===== config.mk =====
export PLATFORM = sky130hd
export DESIGN_NAME = port_store
export DESIGN_NICKNAME = d
export VERILOG_FILES = /design/src/rtl/port_store_pkg.sv /design/src/rtl/cycle_timer.sv /design/src/rtl/port_store.sv
export VERILOG_INCLUDE_DIRS = /design/src /design/src/rtl
export SDC_FILE = /design/constraint.sdc
export NUM_CORES = 1
export LEC_CHECK = 0
export BUFFER_PORTS_ARGS = -buffer_cell sky130_fd_sc_hd__buf_2
export CAP_MARGIN = 20
export CORE_MARGIN = 5
export CORE_UTILIZATION = 60
export CTS_BUF_LIST = sky130_fd_sc_hd__clkbuf_8
export CTS_CLUSTER_DIAMETER = 30
export DETAILED_ROUTE_END_ITERATION = 12
export PLACE_DENSITY = 0.91
export SLEW_MARGIN = 0
export SYNTH_ARGS = -nofsm -noshare
export SYNTH_HDL_FRONTEND = slang
export SYNTH_HIERARCHICAL = 1
export SYNTH_SLANG_ARGS = --single-unit

===== constraint.sdc =====
create_clock -name clk_in -period 6.6 [get_ports clk_in]
set_input_delay 1.32 -clock clk_in [delete_from_list [all_inputs] [get_ports clk_in]]
set_output_delay 1.32 -clock clk_in [all_outputs]
set_load 0.02 [all_outputs]

===== src/rtl/port_store_defs.svh =====
// Constants for the port validation and parameter store block
// =====================================================================
// Functional notes
// - Validation and backup only in manual mode
// - No-check setting: no compare, no backup
// - Legacy revision: check identity, no backup
// - Current revision: master checks vendor/device identity
// - Backup mode, empty store: upload first connect
// - Backup mode: upload on device upload request
// - Backup mode: compare and restore each connect
// - Device access lock blocks any restore
// - Restore mode: upload once, first connect only
// - Restore mode: compare, restore on difference later
// - Restore mode: upload request triggers restore instead
// - Erase store on reset or config change
// - Validation setting defaults to no-check
// - Fastest cycle: device minimum, bounded by master
// - Fixed cycle choices from 1.6 to 120 ms
// - Cycle default fastest, effective in manual only
// - Vendor identifier 16 bits, default zero
// - Device identifier 16 bits, default zero
// - Manual mode exposes the settings; automatic ignores
`ifndef PORT_STORE_DEFS_SVH
`define PORT_STORE_DEFS_SVH

// =====================================================================
// Setting codes and reset values
`define VB_NO_CHECK     3'h0
`define VB_V10          3'h1
`define VB_V11          3'h2
`define VB_V11_BACKUP   3'h3
`define VB_V11_RESTORE  3'h4
`define PORT_MODE_OFF   2'h0
`define PORT_MODE_AUTO  2'h1
`define PORT_MODE_MAN   2'h2
`define CYC_FASTEST     4'h0
`define ID_RESET        16'h0000
// Cycle time unit is 100 us; fixed choices 1.6 .. 120 ms
`define CYC_UNIT_NS     100000
`define CLK_PERIOD_NS   4
`define CYC_TICKS       (`CYC_UNIT_NS / `CLK_PERIOD_NS)
`define MASTER_MIN_CYC  12'h010
// Fixed choices in 100 us units; 120 ms needs 11 bits, so cycle words are 12 bits
`define CYC_1M6         12'h010
`define CYC_3M2         12'h020
`define CYC_4M8         12'h030
`define CYC_8M0         12'h050
`define CYC_20M8        12'h0d0
`define CYC_40M         12'h190
`define CYC_80M         12'h320
`define CYC_120M        12'h4b0
`define DEV_CMD_IDX     16'h0002
`define DEV_CMD_STORE   8'h05
`define DEV_LOCK_IDX    16'h000c

`endif


===== src/rtl/port_store_pkg.sv =====
// Types for the port validation and parameter store block
package port_store_pkg;
  typedef enum logic [2:0] {
    ST_IDLE    = 3'b000,
    ST_CHECK   = 3'b001,
    ST_DECIDE  = 3'b011,
    ST_UPLOAD  = 3'b010,
    ST_RESTORE = 3'b110,
    ST_RUN     = 3'b111,
    ST_FAULT   = 3'b101
  } seq_t;
endpackage


===== src/rtl/cycle_timer.sv =====
// Port cycle tick generator
`timescale 1ns/1ps
`include "port_store_defs.svh"
module cycle_timer #(
  parameter int TICKS = `CYC_TICKS
) (
  // Clock and reset
  input  wire logic       clk_in,
  input  wire logic       srst_in,
  // Control
  input  wire logic       run_in,
  input  wire logic [11:0] units_in,
  // Result
  output logic            tick_out
);
  typedef struct packed {
    logic [31:0] pre;
    logic [11:0] cnt;
    logic        tick;
  } tmr_t;
  tmr_t s_r;
  tmr_t s_nxt;

  // Prescaler to 100 us, then count units; idle when not running
  always_comb begin
    s_nxt = s_r;
    s_nxt.tick = 1'b0;
    if (!run_in) begin
      s_nxt.pre = '0;
      s_nxt.cnt = '0;
    end else if (s_r.pre == 32'(TICKS - 1)) begin
      s_nxt.pre = '0;
      if (s_r.cnt + 12'h001 >= units_in) begin
        s_nxt.cnt = '0;
        s_nxt.tick = 1'b1;
      end else begin
        s_nxt.cnt = s_r.cnt + 12'h001;
      end
    end else begin
      s_nxt.pre = s_r.pre + 32'h1;
    end
  end

  always_ff @(posedge clk_in) begin
    if (srst_in) s_r <= '0;
    else s_r <= s_nxt;
  end

  assign tick_out = s_r.tick;
endmodule // cycle_timer


===== src/rtl/port_store.sv =====
// Per-port identity check, parameter store sequencing and cycle timing
`timescale 1ns/1ps
`include "port_store_defs.svh"
module port_store
  import port_store_pkg::*;
#(
  parameter int TICKS = `CYC_TICKS
) (
  // Clock and reset
  input  wire logic        clk_in,
  input  wire logic        srst_in,
  // Controller settings
  input  wire logic [1:0]  port_mode_in,
  input  wire logic [2:0]  vb_mode_in,
  input  wire logic [3:0]  cycle_sel_in,
  input  wire logic [15:0] vendor_id_in,
  input  wire logic [15:0] device_id_in,
  input  wire logic        factory_reset_in,
  // Field device status (pin side)
  input  wire logic        dev_connect_in,
  input  wire logic [15:0] dev_vendor_in,
  input  wire logic [15:0] dev_device_in,
  input  wire logic [7:0]  dev_min_cycle_in,
  input  wire logic        upload_request_flag_in,
  input  wire logic        dev_lock_in,
  input  wire logic        params_differ_in,
  // Transfer engine handshake
  input  wire logic        xfer_done_in,
  output logic             upload_out,
  output logic             restore_out,
  // Status
  output logic             store_valid_out,
  output logic             cyclic_en_out,
  output logic             id_fault_out,
  output logic             cycle_tick_out,
  output logic [11:0]      cycle_units_out
);
  // ===================================================================
  // State
  typedef struct packed {
    logic [1:0]  c1, c2;
    logic        u1, u2, l1, l2, d1, d2;
    logic [15:0] v1, v2, i1, i2;
    logic [7:0]  m1, m2;
    seq_t        st;
    logic        store_valid;
    logic        upload;
    logic        restore;
    logic        cyc_en;
    logic        fault;
    logic [1:0]  pm_last;
    logic [2:0]  vb_last;
    logic [1:0]  hold;
    logic [11:0] units;
  } st_t;
  st_t s_r;
  st_t s_nxt;

  logic        manual;
  logic        id_check;
  logic        backup_md;
  logic        restore_md;
  logic        conn;
  logic        id_ok;
  logic [11:0] fixed_units;
  logic        cfg_change;

  // Synchronised device inputs are the second stage only
  assign conn       = s_r.c2[0];
  assign manual     = port_mode_in == `PORT_MODE_MAN;
  assign id_check   = manual && vb_mode_in != `VB_NO_CHECK;
  assign backup_md  = manual && vb_mode_in == `VB_V11_BACKUP;
  assign restore_md = manual && vb_mode_in == `VB_V11_RESTORE;
  assign id_ok      = !id_check || (s_r.v2 == vendor_id_in && s_r.i2 == device_id_in);
  assign cfg_change = port_mode_in != s_r.pm_last || vb_mode_in != s_r.vb_last;

  // Fixed cycle choices in 100 us units
  always_comb begin
    unique case (cycle_sel_in)
      4'h1:    fixed_units = `CYC_1M6;
      4'h2:    fixed_units = `CYC_3M2;
      4'h3:    fixed_units = `CYC_4M8;
      4'h4:    fixed_units = `CYC_8M0;
      4'h5:    fixed_units = `CYC_20M8;
      4'h6:    fixed_units = `CYC_40M;
      4'h7:    fixed_units = `CYC_80M;
      4'h8:    fixed_units = `CYC_120M;
      // Unused codes fall back to the master minimum rather than a zero period
      default: fixed_units = `MASTER_MIN_CYC;
    endcase
  end

  // Sequencer and settings tracking
  always_comb begin
    s_nxt = s_r;
    s_nxt.c1 = {1'b0, dev_connect_in};
    s_nxt.c2 = s_r.c1;
    s_nxt.u1 = upload_request_flag_in;
    s_nxt.u2 = s_r.u1;
    s_nxt.l1 = dev_lock_in;
    s_nxt.l2 = s_r.l1;
    s_nxt.d1 = params_differ_in;
    s_nxt.d2 = s_r.d1;
    s_nxt.v1 = dev_vendor_in;
    s_nxt.v2 = s_r.v1;
    s_nxt.i1 = dev_device_in;
    s_nxt.i2 = s_r.i1;
    s_nxt.m1 = dev_min_cycle_in;
    s_nxt.m2 = s_r.m1;
    s_nxt.pm_last = port_mode_in;
    s_nxt.vb_last = vb_mode_in;
    // Cycle time: fastest is device minimum but never below master minimum
    if (!manual || cycle_sel_in == `CYC_FASTEST) begin
      s_nxt.units = ({4'h0, s_r.m2} > `MASTER_MIN_CYC) ? {4'h0, s_r.m2} : `MASTER_MIN_CYC;
    end else begin
      s_nxt.units = fixed_units;
    end
    // The flag synchroniser still shows the old request just after a transfer;
    // ignoring it briefly avoids a second, needless transfer
    if (s_r.hold != 2'h0) s_nxt.hold = s_r.hold - 2'h1;
    unique case (s_r.st)
      ST_IDLE: begin
        s_nxt.cyc_en = 1'b0;
        s_nxt.fault  = 1'b0;
        if (conn) s_nxt.st = ST_CHECK;
      end
      ST_CHECK: begin
        if (id_ok) s_nxt.st = ST_DECIDE;
        else begin
          s_nxt.fault = 1'b1;
          s_nxt.st = ST_FAULT;
        end
      end
      ST_DECIDE: begin
        if ((backup_md || restore_md) && !s_r.store_valid) begin
          s_nxt.upload = 1'b1;
          s_nxt.st = ST_UPLOAD;
        end else if ((backup_md || restore_md) && s_r.d2 && !s_r.l2) begin
          s_nxt.restore = 1'b1;
          s_nxt.st = ST_RESTORE;
        end else begin
          s_nxt.cyc_en = 1'b1;
          s_nxt.st = ST_RUN;
        end
      end
      ST_UPLOAD: begin
        if (xfer_done_in) begin
          s_nxt.upload = 1'b0;
          s_nxt.hold = 2'h2;
          s_nxt.store_valid = 1'b1;
          s_nxt.cyc_en = 1'b1;
          s_nxt.st = ST_RUN;
        end
      end
      ST_RESTORE: begin
        if (xfer_done_in) begin
          s_nxt.restore = 1'b0;
          s_nxt.hold = 2'h2;
          s_nxt.cyc_en = 1'b1;
          s_nxt.st = ST_RUN;
        end
      end
      ST_RUN: begin
        if (!conn) s_nxt.st = ST_IDLE;
        else if (s_r.u2 && backup_md && s_r.hold == 2'h0) begin
          s_nxt.upload = 1'b1;
          s_nxt.st = ST_UPLOAD;
        end else if (s_r.u2 && restore_md && s_r.store_valid && !s_r.l2 && s_r.hold == 2'h0) begin
          s_nxt.restore = 1'b1;
          s_nxt.st = ST_RESTORE;
        end
      end
      ST_FAULT: begin
        if (!conn) s_nxt.st = ST_IDLE;
      end
      default: s_nxt.st = ST_IDLE;
    endcase
    // Losing the device aborts any transfer in progress
    if (!conn) begin
      s_nxt.upload = 1'b0;
      s_nxt.restore = 1'b0;
      s_nxt.cyc_en = 1'b0;
      if (s_r.st != ST_IDLE) s_nxt.st = ST_IDLE;
    end
    // Erase wins over a completing upload so a stale set is never kept
    if (factory_reset_in || cfg_change) begin
      s_nxt.store_valid = 1'b0;
      s_nxt.upload = 1'b0;
      s_nxt.restore = 1'b0;
      s_nxt.cyc_en = 1'b0;
      s_nxt.st = ST_IDLE;
    end
  end

  // Reset: settings history holds the defaults so no spurious erase
  always_ff @(posedge clk_in) begin
    if (srst_in) begin
      s_r <= '0;
      s_r.st <= ST_IDLE;
      s_r.pm_last <= `PORT_MODE_AUTO;
      s_r.vb_last <= `VB_NO_CHECK;
      s_r.units <= `MASTER_MIN_CYC;
    end else begin
      s_r <= s_nxt;
    end
  end

  // Cycle tick generation while cyclic exchange is enabled
  logic tick;
  cycle_timer #(.TICKS(TICKS)) u_timer (
    .clk_in   (clk_in),
    .srst_in  (srst_in),
    .run_in   (s_r.cyc_en),
    .units_in (s_r.units),
    .tick_out (tick)
  );

  assign upload_out      = s_r.upload;
  assign restore_out     = s_r.restore;
  assign store_valid_out = s_r.store_valid;
  assign cyclic_en_out   = s_r.cyc_en;
  assign id_fault_out    = s_r.fault;
  assign cycle_tick_out  = tick;
  assign cycle_units_out = s_r.units;

  // ===================================================================
  // Checks
  property p_no_store_unmanaged;
    @(posedge clk_in) disable iff (srst_in)
      (!manual && !s_r.upload) |=> !s_r.upload || manual;
  endproperty
  a_no_store_unmanaged: assert property (p_no_store_unmanaged) else $error("upload outside manual");

  property p_nocheck_no_xfer;
    @(posedge clk_in) disable iff (srst_in)
      (s_r.st == ST_DECIDE && vb_mode_in == `VB_NO_CHECK) |=> !s_r.upload && !s_r.restore;
  endproperty
  a_nocheck_no_xfer: assert property (p_nocheck_no_xfer) else $error("transfer in no-check");

  property p_v10_no_xfer;
    @(posedge clk_in) disable iff (srst_in)
      (s_r.st == ST_DECIDE && vb_mode_in == `VB_V10) |=> !s_r.upload && !s_r.restore;
  endproperty
  a_v10_no_xfer: assert property (p_v10_no_xfer) else $error("transfer in legacy mode");

  property p_fault_on_mismatch;
    @(posedge clk_in) disable iff (srst_in)
      (s_r.st == ST_CHECK && !id_ok && conn && !cfg_change && !factory_reset_in) |=> s_r.fault && !s_r.cyc_en;
  endproperty
  a_fault_on_mismatch: assert property (p_fault_on_mismatch) else $error("mismatch not flagged");

  property p_first_upload;
    @(posedge clk_in) disable iff (srst_in)
      (s_r.st == ST_DECIDE && backup_md && !s_r.store_valid && conn && !cfg_change && !factory_reset_in)
        |=> s_r.upload;
  endproperty
  a_first_upload: assert property (p_first_upload) else $error("first upload missing");

  property p_lock_blocks;
    @(posedge clk_in) disable iff (srst_in)
      (s_r.l2 && !s_r.restore) |=> !s_r.restore;
  endproperty
  a_lock_blocks: assert property (p_lock_blocks) else $error("restore despite lock");

  property p_restore_no_reupload;
    @(posedge clk_in) disable iff (srst_in)
      (restore_md && s_r.store_valid && s_r.st == ST_RUN) |=> !s_r.upload;
  endproperty
  a_restore_no_reupload: assert property (p_restore_no_reupload) else $error("upload in restore mode");

  property p_erase;
    @(posedge clk_in) disable iff (srst_in)
      factory_reset_in |=> !s_r.store_valid;
  endproperty
  a_erase: assert property (p_erase) else $error("store not erased");

  property p_fast_bound;
    @(posedge clk_in) disable iff (srst_in)
      (cycle_sel_in == `CYC_FASTEST) |=> s_r.units >= `MASTER_MIN_CYC;
  endproperty
  a_fast_bound: assert property (p_fast_bound) else $error("cycle below master min");

  property p_flag_upload;
    @(posedge clk_in) disable iff (srst_in)
      (s_r.st == ST_RUN && conn && s_r.u2 && backup_md && s_r.hold == 2'h0 && !cfg_change && !factory_reset_in)
        |=> s_r.upload;
  endproperty
  a_flag_upload: assert property (p_flag_upload) else $error("upload request ignored");

  property p_fault_no_cyclic;
    @(posedge clk_in) disable iff (srst_in)
      s_r.fault |-> !s_r.cyc_en;
  endproperty
  a_fault_no_cyclic: assert property (p_fault_no_cyclic) else $error("cyclic run with identity fault");

  property p_restore_needs_cause;
    @(posedge clk_in) disable iff (srst_in)
      (!s_r.restore && !s_r.d2 && !s_r.u2) |=> !s_r.restore;
  endproperty
  a_restore_needs_cause: assert property (p_restore_needs_cause) else $error("restore without cause");

  property p_restore_mode_once;
    @(posedge clk_in) disable iff (srst_in)
      (s_r.st == ST_DECIDE && restore_md && s_r.store_valid) |=> !s_r.upload;
  endproperty
  a_restore_mode_once: assert property (p_restore_mode_once) else $error("second upload in restore mode");
endmodule // port_store


==> results by group <==
Run
  • Max-cap check violation count: 0

Logic synthesis
  • Share of synthesized flip-flops with an asynchronous set or reset: 0%
  • Most instantiated flip-flop cell in the synthesis netlist: sky130_fd_sc_hd__dfxtp_1
  • Library cell with the largest summed area after synthesis: sky130_fd_sc_hd__dfxtp_1
  • Flop and latch count out of synthesis: 159
  • Total of warnings raised by yosys: 6
  • Mean cell area of the mapped netlist: 9.57 sq um
  • Number of enable-type register cells in the synthesized netlist: 0
  • Number of unique standard cell types used by synthesis: 60
  • Top-area cell type share of the netlist area: 48.2%
  • Post-synthesis instance area: 6600 sq um
  • Gate count of the mapped netlist: 690
  • Sequential fraction of the synthesis area: 48.2%
  • Top cells by area in the synthesized netlist: sky130_fd_sc_hd__dfxtp_1 (48%), sky130_fd_sc_hd__nor2b_1 (9.3%), sky130_fd_sc_hd__xor2_1 (6.4%)

Critical path
  • Endpoint of the most critical register-to-register path: u_timer/s_r[7]
  • Maximum fanout along the worst path: 11
  • Launch instance of the worst register-to-register path: u_timer/s_r[1]
  • WP data arrival: 3.55 ns
  • Reg-to-reg setup timing slack: 3.43 ns
  • Kind of start point of the critical path: register
  • Type of element capturing the critical path: register
  • Depth of the most critical reg-to-reg path: 10
  • Data required time at the worst endpoint: 6.97 ns
  • Critical path class: reg -> reg

Worst hold path
  • Worst hold start: s_nxt[52]
  • Path category of the worst min-delay check: reg -> reg
  • Endpoint of the worst hold-timing path: s_r[52]
  • Hold depth: 1

Power and ir drop
  • Standby leakage power: 2.96 nW
  • Peak supply drop: 0.000230 V
  • Cell Pwr Density: 236 nW/um^2

Clocking
  • Clock tree buffer depth: 2
  • Insertion delay to the later sink of the worst-skew pair: 0.46 ns
  • Post-cts sizing count: 0
  • Post-CTS setup repair buffer count: 0
  • Inserted Clock Buffers: 17
  • Hold buffers post-CTS: 0
  • Sinks on the clock net: 159
  • CTS H-Tree Depth: 4
  • Clock tree from TritonCTS: yes
  • Register clock-pin slew on the reported worst setup and hold paths: 0.08 ns
  • Root buf cell: sky130_fd_sc_hd__clkbuf_8

Placement
  • Port buffer count: 105
  • Dpl cell area: 7100 sq um
  • Pre-CTS setup slack: 3.21 ns
  • Final RePlAce weighted congestion: 0.917
  • Post-DP HPWL: 9810 um

Layout
  • ANT cells: 0
  • Area growth syn-to-layout: 13.2%
  • Filler Cells Inserted: 799
  • Final standard cell area without fillers: 7470 sq um
  • Leading cell types in the layout, fill and taps excluded: sky130_fd_sc_hd__dfxtp_1 (159), sky130_fd_sc_hd__buf_2 (104), sky130_fd_sc_hd__nor2b_1 (98), sky130_fd_sc_hd__xor2_1 (48), sky130_fd_sc_hd__nor2_1 (48)
  • Layout cell share with drive strength beyond 1: 19.1%
  • Final-stage net count: 885
  • Commonest non-fill, non-tap cell in the layout: sky130_fd_sc_hd__dfxtp_1
  • Final core utilization: 69.2%

Timing
  • Final Hold Viols: 0
  • Headroom to the max-slew limit: 33.5%
  • Highest clock frequency the design can meet: 0.315 GHz
  • Final worst path period share: 48.1%
  • Final worst-path setup slack: 3.43 ns
  • Final Max Slew Viols: 0
  • Final setup vio count: 0
  • Setup Total Neg Slack: 0 ns
  • Clock skew: 0.0115 ns
  • RSZ-0062 raised after global routing: no
  • Post-layout minimum cycle time: 3.17 ns
  • Worst-margin pin slew: 0.998 ns

Detailed routing
  • First drt pass iteration count: 5
  • Routed Wire Length: 13300 um
  • Detailed router's first-iteration violation count: 237
  • Routed length per placed instance: 14.2 um
  • DRC violations left: 0
  • Number of nets still failing antenna checks after routing: 0
  • Routed vias/inst: 5.39
  • Detailed-route via count: 5015

Floorplan
  • I/O pin cnt: 107
  • DIE WIDTH: 115 um
  • Initial Util: 61.2%
  • Die outline area: 13200 sq um
  • Core Footprint: 10800 sq um
  • # rows: 38
  • Vertical die dimension: 115 um

Global route
  • Number of global-route vias before repair: 5074
  • Remaining global-route overflow: 0
  • Number of antenna violations at the first check in global routing: 0
  • Global-route wire length before repair: 22500 um
  • Maximum number of pins on one net before global-route repair: 106
  • Overall Global Routing Usage: 21.1%

Outcome
  • Result of the run: completed
==> Yosys cell counts (2+ instances only) <==
cell type and instances:
sky130_fd_sc_hd__xnor2_1 26, sky130_fd_sc_hd__and2_1 11, sky130_fd_sc_hd__and3_1 3, sky130_fd_sc_hd__o2111ai_1 6, sky130_fd_sc_hd__dfxtp_1 159, sky130_fd_sc_hd__nand4_1 18
sky130_fd_sc_hd__mux2i_1 3, sky130_fd_sc_hd__buf_2 3, sky130_fd_sc_hd__nor2b_1 98, sky130_fd_sc_hd__nor2_1 48, sky130_fd_sc_hd__nor3_2 3, sky130_fd_sc_hd__nor3_1 12
sky130_fd_sc_hd__nand3_1 17, sky130_fd_sc_hd__nand2b_1 7, sky130_fd_sc_hd__nor4b_1 2, sky130_fd_sc_hd__a21oi_1 18, sky130_fd_sc_hd__buf_6 2, sky130_fd_sc_hd__and4_1 7
sky130_fd_sc_hd__nor4_1 17, sky130_fd_sc_hd__clkbuf_1 19, sky130_fd_sc_hd__nand2_1 43, sky130_fd_sc_hd__a31oi_1 3, sky130_fd_sc_hd__inv_1 23, sky130_fd_sc_hd__o211ai_1 14
sky130_fd_sc_hd__o21a_1 3, sky130_fd_sc_hd__buf_4 13, sky130_fd_sc_hd__xor2_1 48, sky130_fd_sc_hd__ha_1 18, sky130_fd_sc_hd__o21ai_0 14, sky130_fd_sc_hd__or4_1 2
==> cell families (layout without fill, tap and decap cells) <==
group,count (synthesis),in the layout,share of synthesized area (%)
and+or+nand+nor,304,304,26.3
DFF,159,159,48.2
xor gates and xnor gates,74,74,9.82
AOI/OAI and AO/OA,71,71,7.35
buffers and inverters,60,160,4.44
adders and majority gates,18,18,3.41
muxes,3,3,0.455
other,1,2,0.0568
==> registers in the layout, summed over array words and instances, names as in the netlist <==
register and count:
u_timer/s_r 44, u_timer/tick_out 1, s_nxt 44, store_valid_out 1
cyclic_en_out 1, id_fault_out 1, restore_out 1, cycle_units_out 11
upload_out 1, s_r 53, conn 1
==> how the worst max path moves through the flow <==
stage          slack [ns]            from              end
4_1_cts              3.51  u_timer/s_r[1]   u_timer/s_r[7]
3_5_place_dp         3.21         srst_in  u_timer/s_r[25]
5_1_grt              3.25  u_timer/s_r[1]   u_timer/s_r[8]
3_3_place_gp         3.30         srst_in  u_timer/s_r[37]
6_report             3.43  u_timer/s_r[1]   u_timer/s_r[7]
2_1_floorplan        4.07  u_timer/s_r[1]  u_timer/s_r[10]
==> power breakdown <==
group | internal (mW) | switching (mW)
clock network | 0.301 | 0.361
registers | 0.987 | 0.0104
logic | 0.0526 | 0.0504
total | 1.34 | 0.422
==> metrics by stage <==
step | std cells | hold slack [ns] | total power, mW
4_1_cts | 931 | 0.444 | 1.78
2_1_floorplan | 691 | 0.414 | 1.08
6_report | 931 | 0.441 | 1.76
3_5_place_dp | 899 | 0.422 | 1.12
5_1_grt | 931 | 0.460 | 1.84
3_3_place_gp | 899 | 0.417 | 1.12
==> critical path, stage by stage, from the launching register on <==
cell and delay (ns):
sky130_fd_sc_hd__dfxtp_1 0.44, sky130_fd_sc_hd__ha_1 0.27, sky130_fd_sc_hd__and3_1 0.22, sky130_fd_sc_hd__nand3_1 0.14, sky130_fd_sc_hd__xnor2_1 0.21, sky130_fd_sc_hd__ha_1 0.28, sky130_fd_sc_hd__nand2_1 0.09, sky130_fd_sc_hd__o21ai_0 0.11
sky130_fd_sc_hd__a21oi_1 0.71, sky130_fd_sc_hd__o21ai_1 0.36, sky130_fd_sc_hd__o211ai_1 0.26
==> area by class of cell <==
cell class | count | area (sq um) | share of cell area [%]
multi-input cells | 472 | 3130 | 41.9
clock inverters | 15 | 136 | 1.83
repair buffers | 105 | 528 | 7.07
clock buffers | 17 | 234 | 3.13
inverters | 23 | 86.3 | 1.16
flip-flops and latches | 159 | 3180 | 42.6
well taps | 140 | 175 | 2.34
==> layer usage <==
layer / GRT usage (%) / share of wire, %
met4: 8.92 / 2.7
met1: 24.0 / 40
met3: 6.74 / 6.8
met2: 36.7 / 51
met5: 0 / 0
Note: power is estimated with default switching activity, not from simulation.
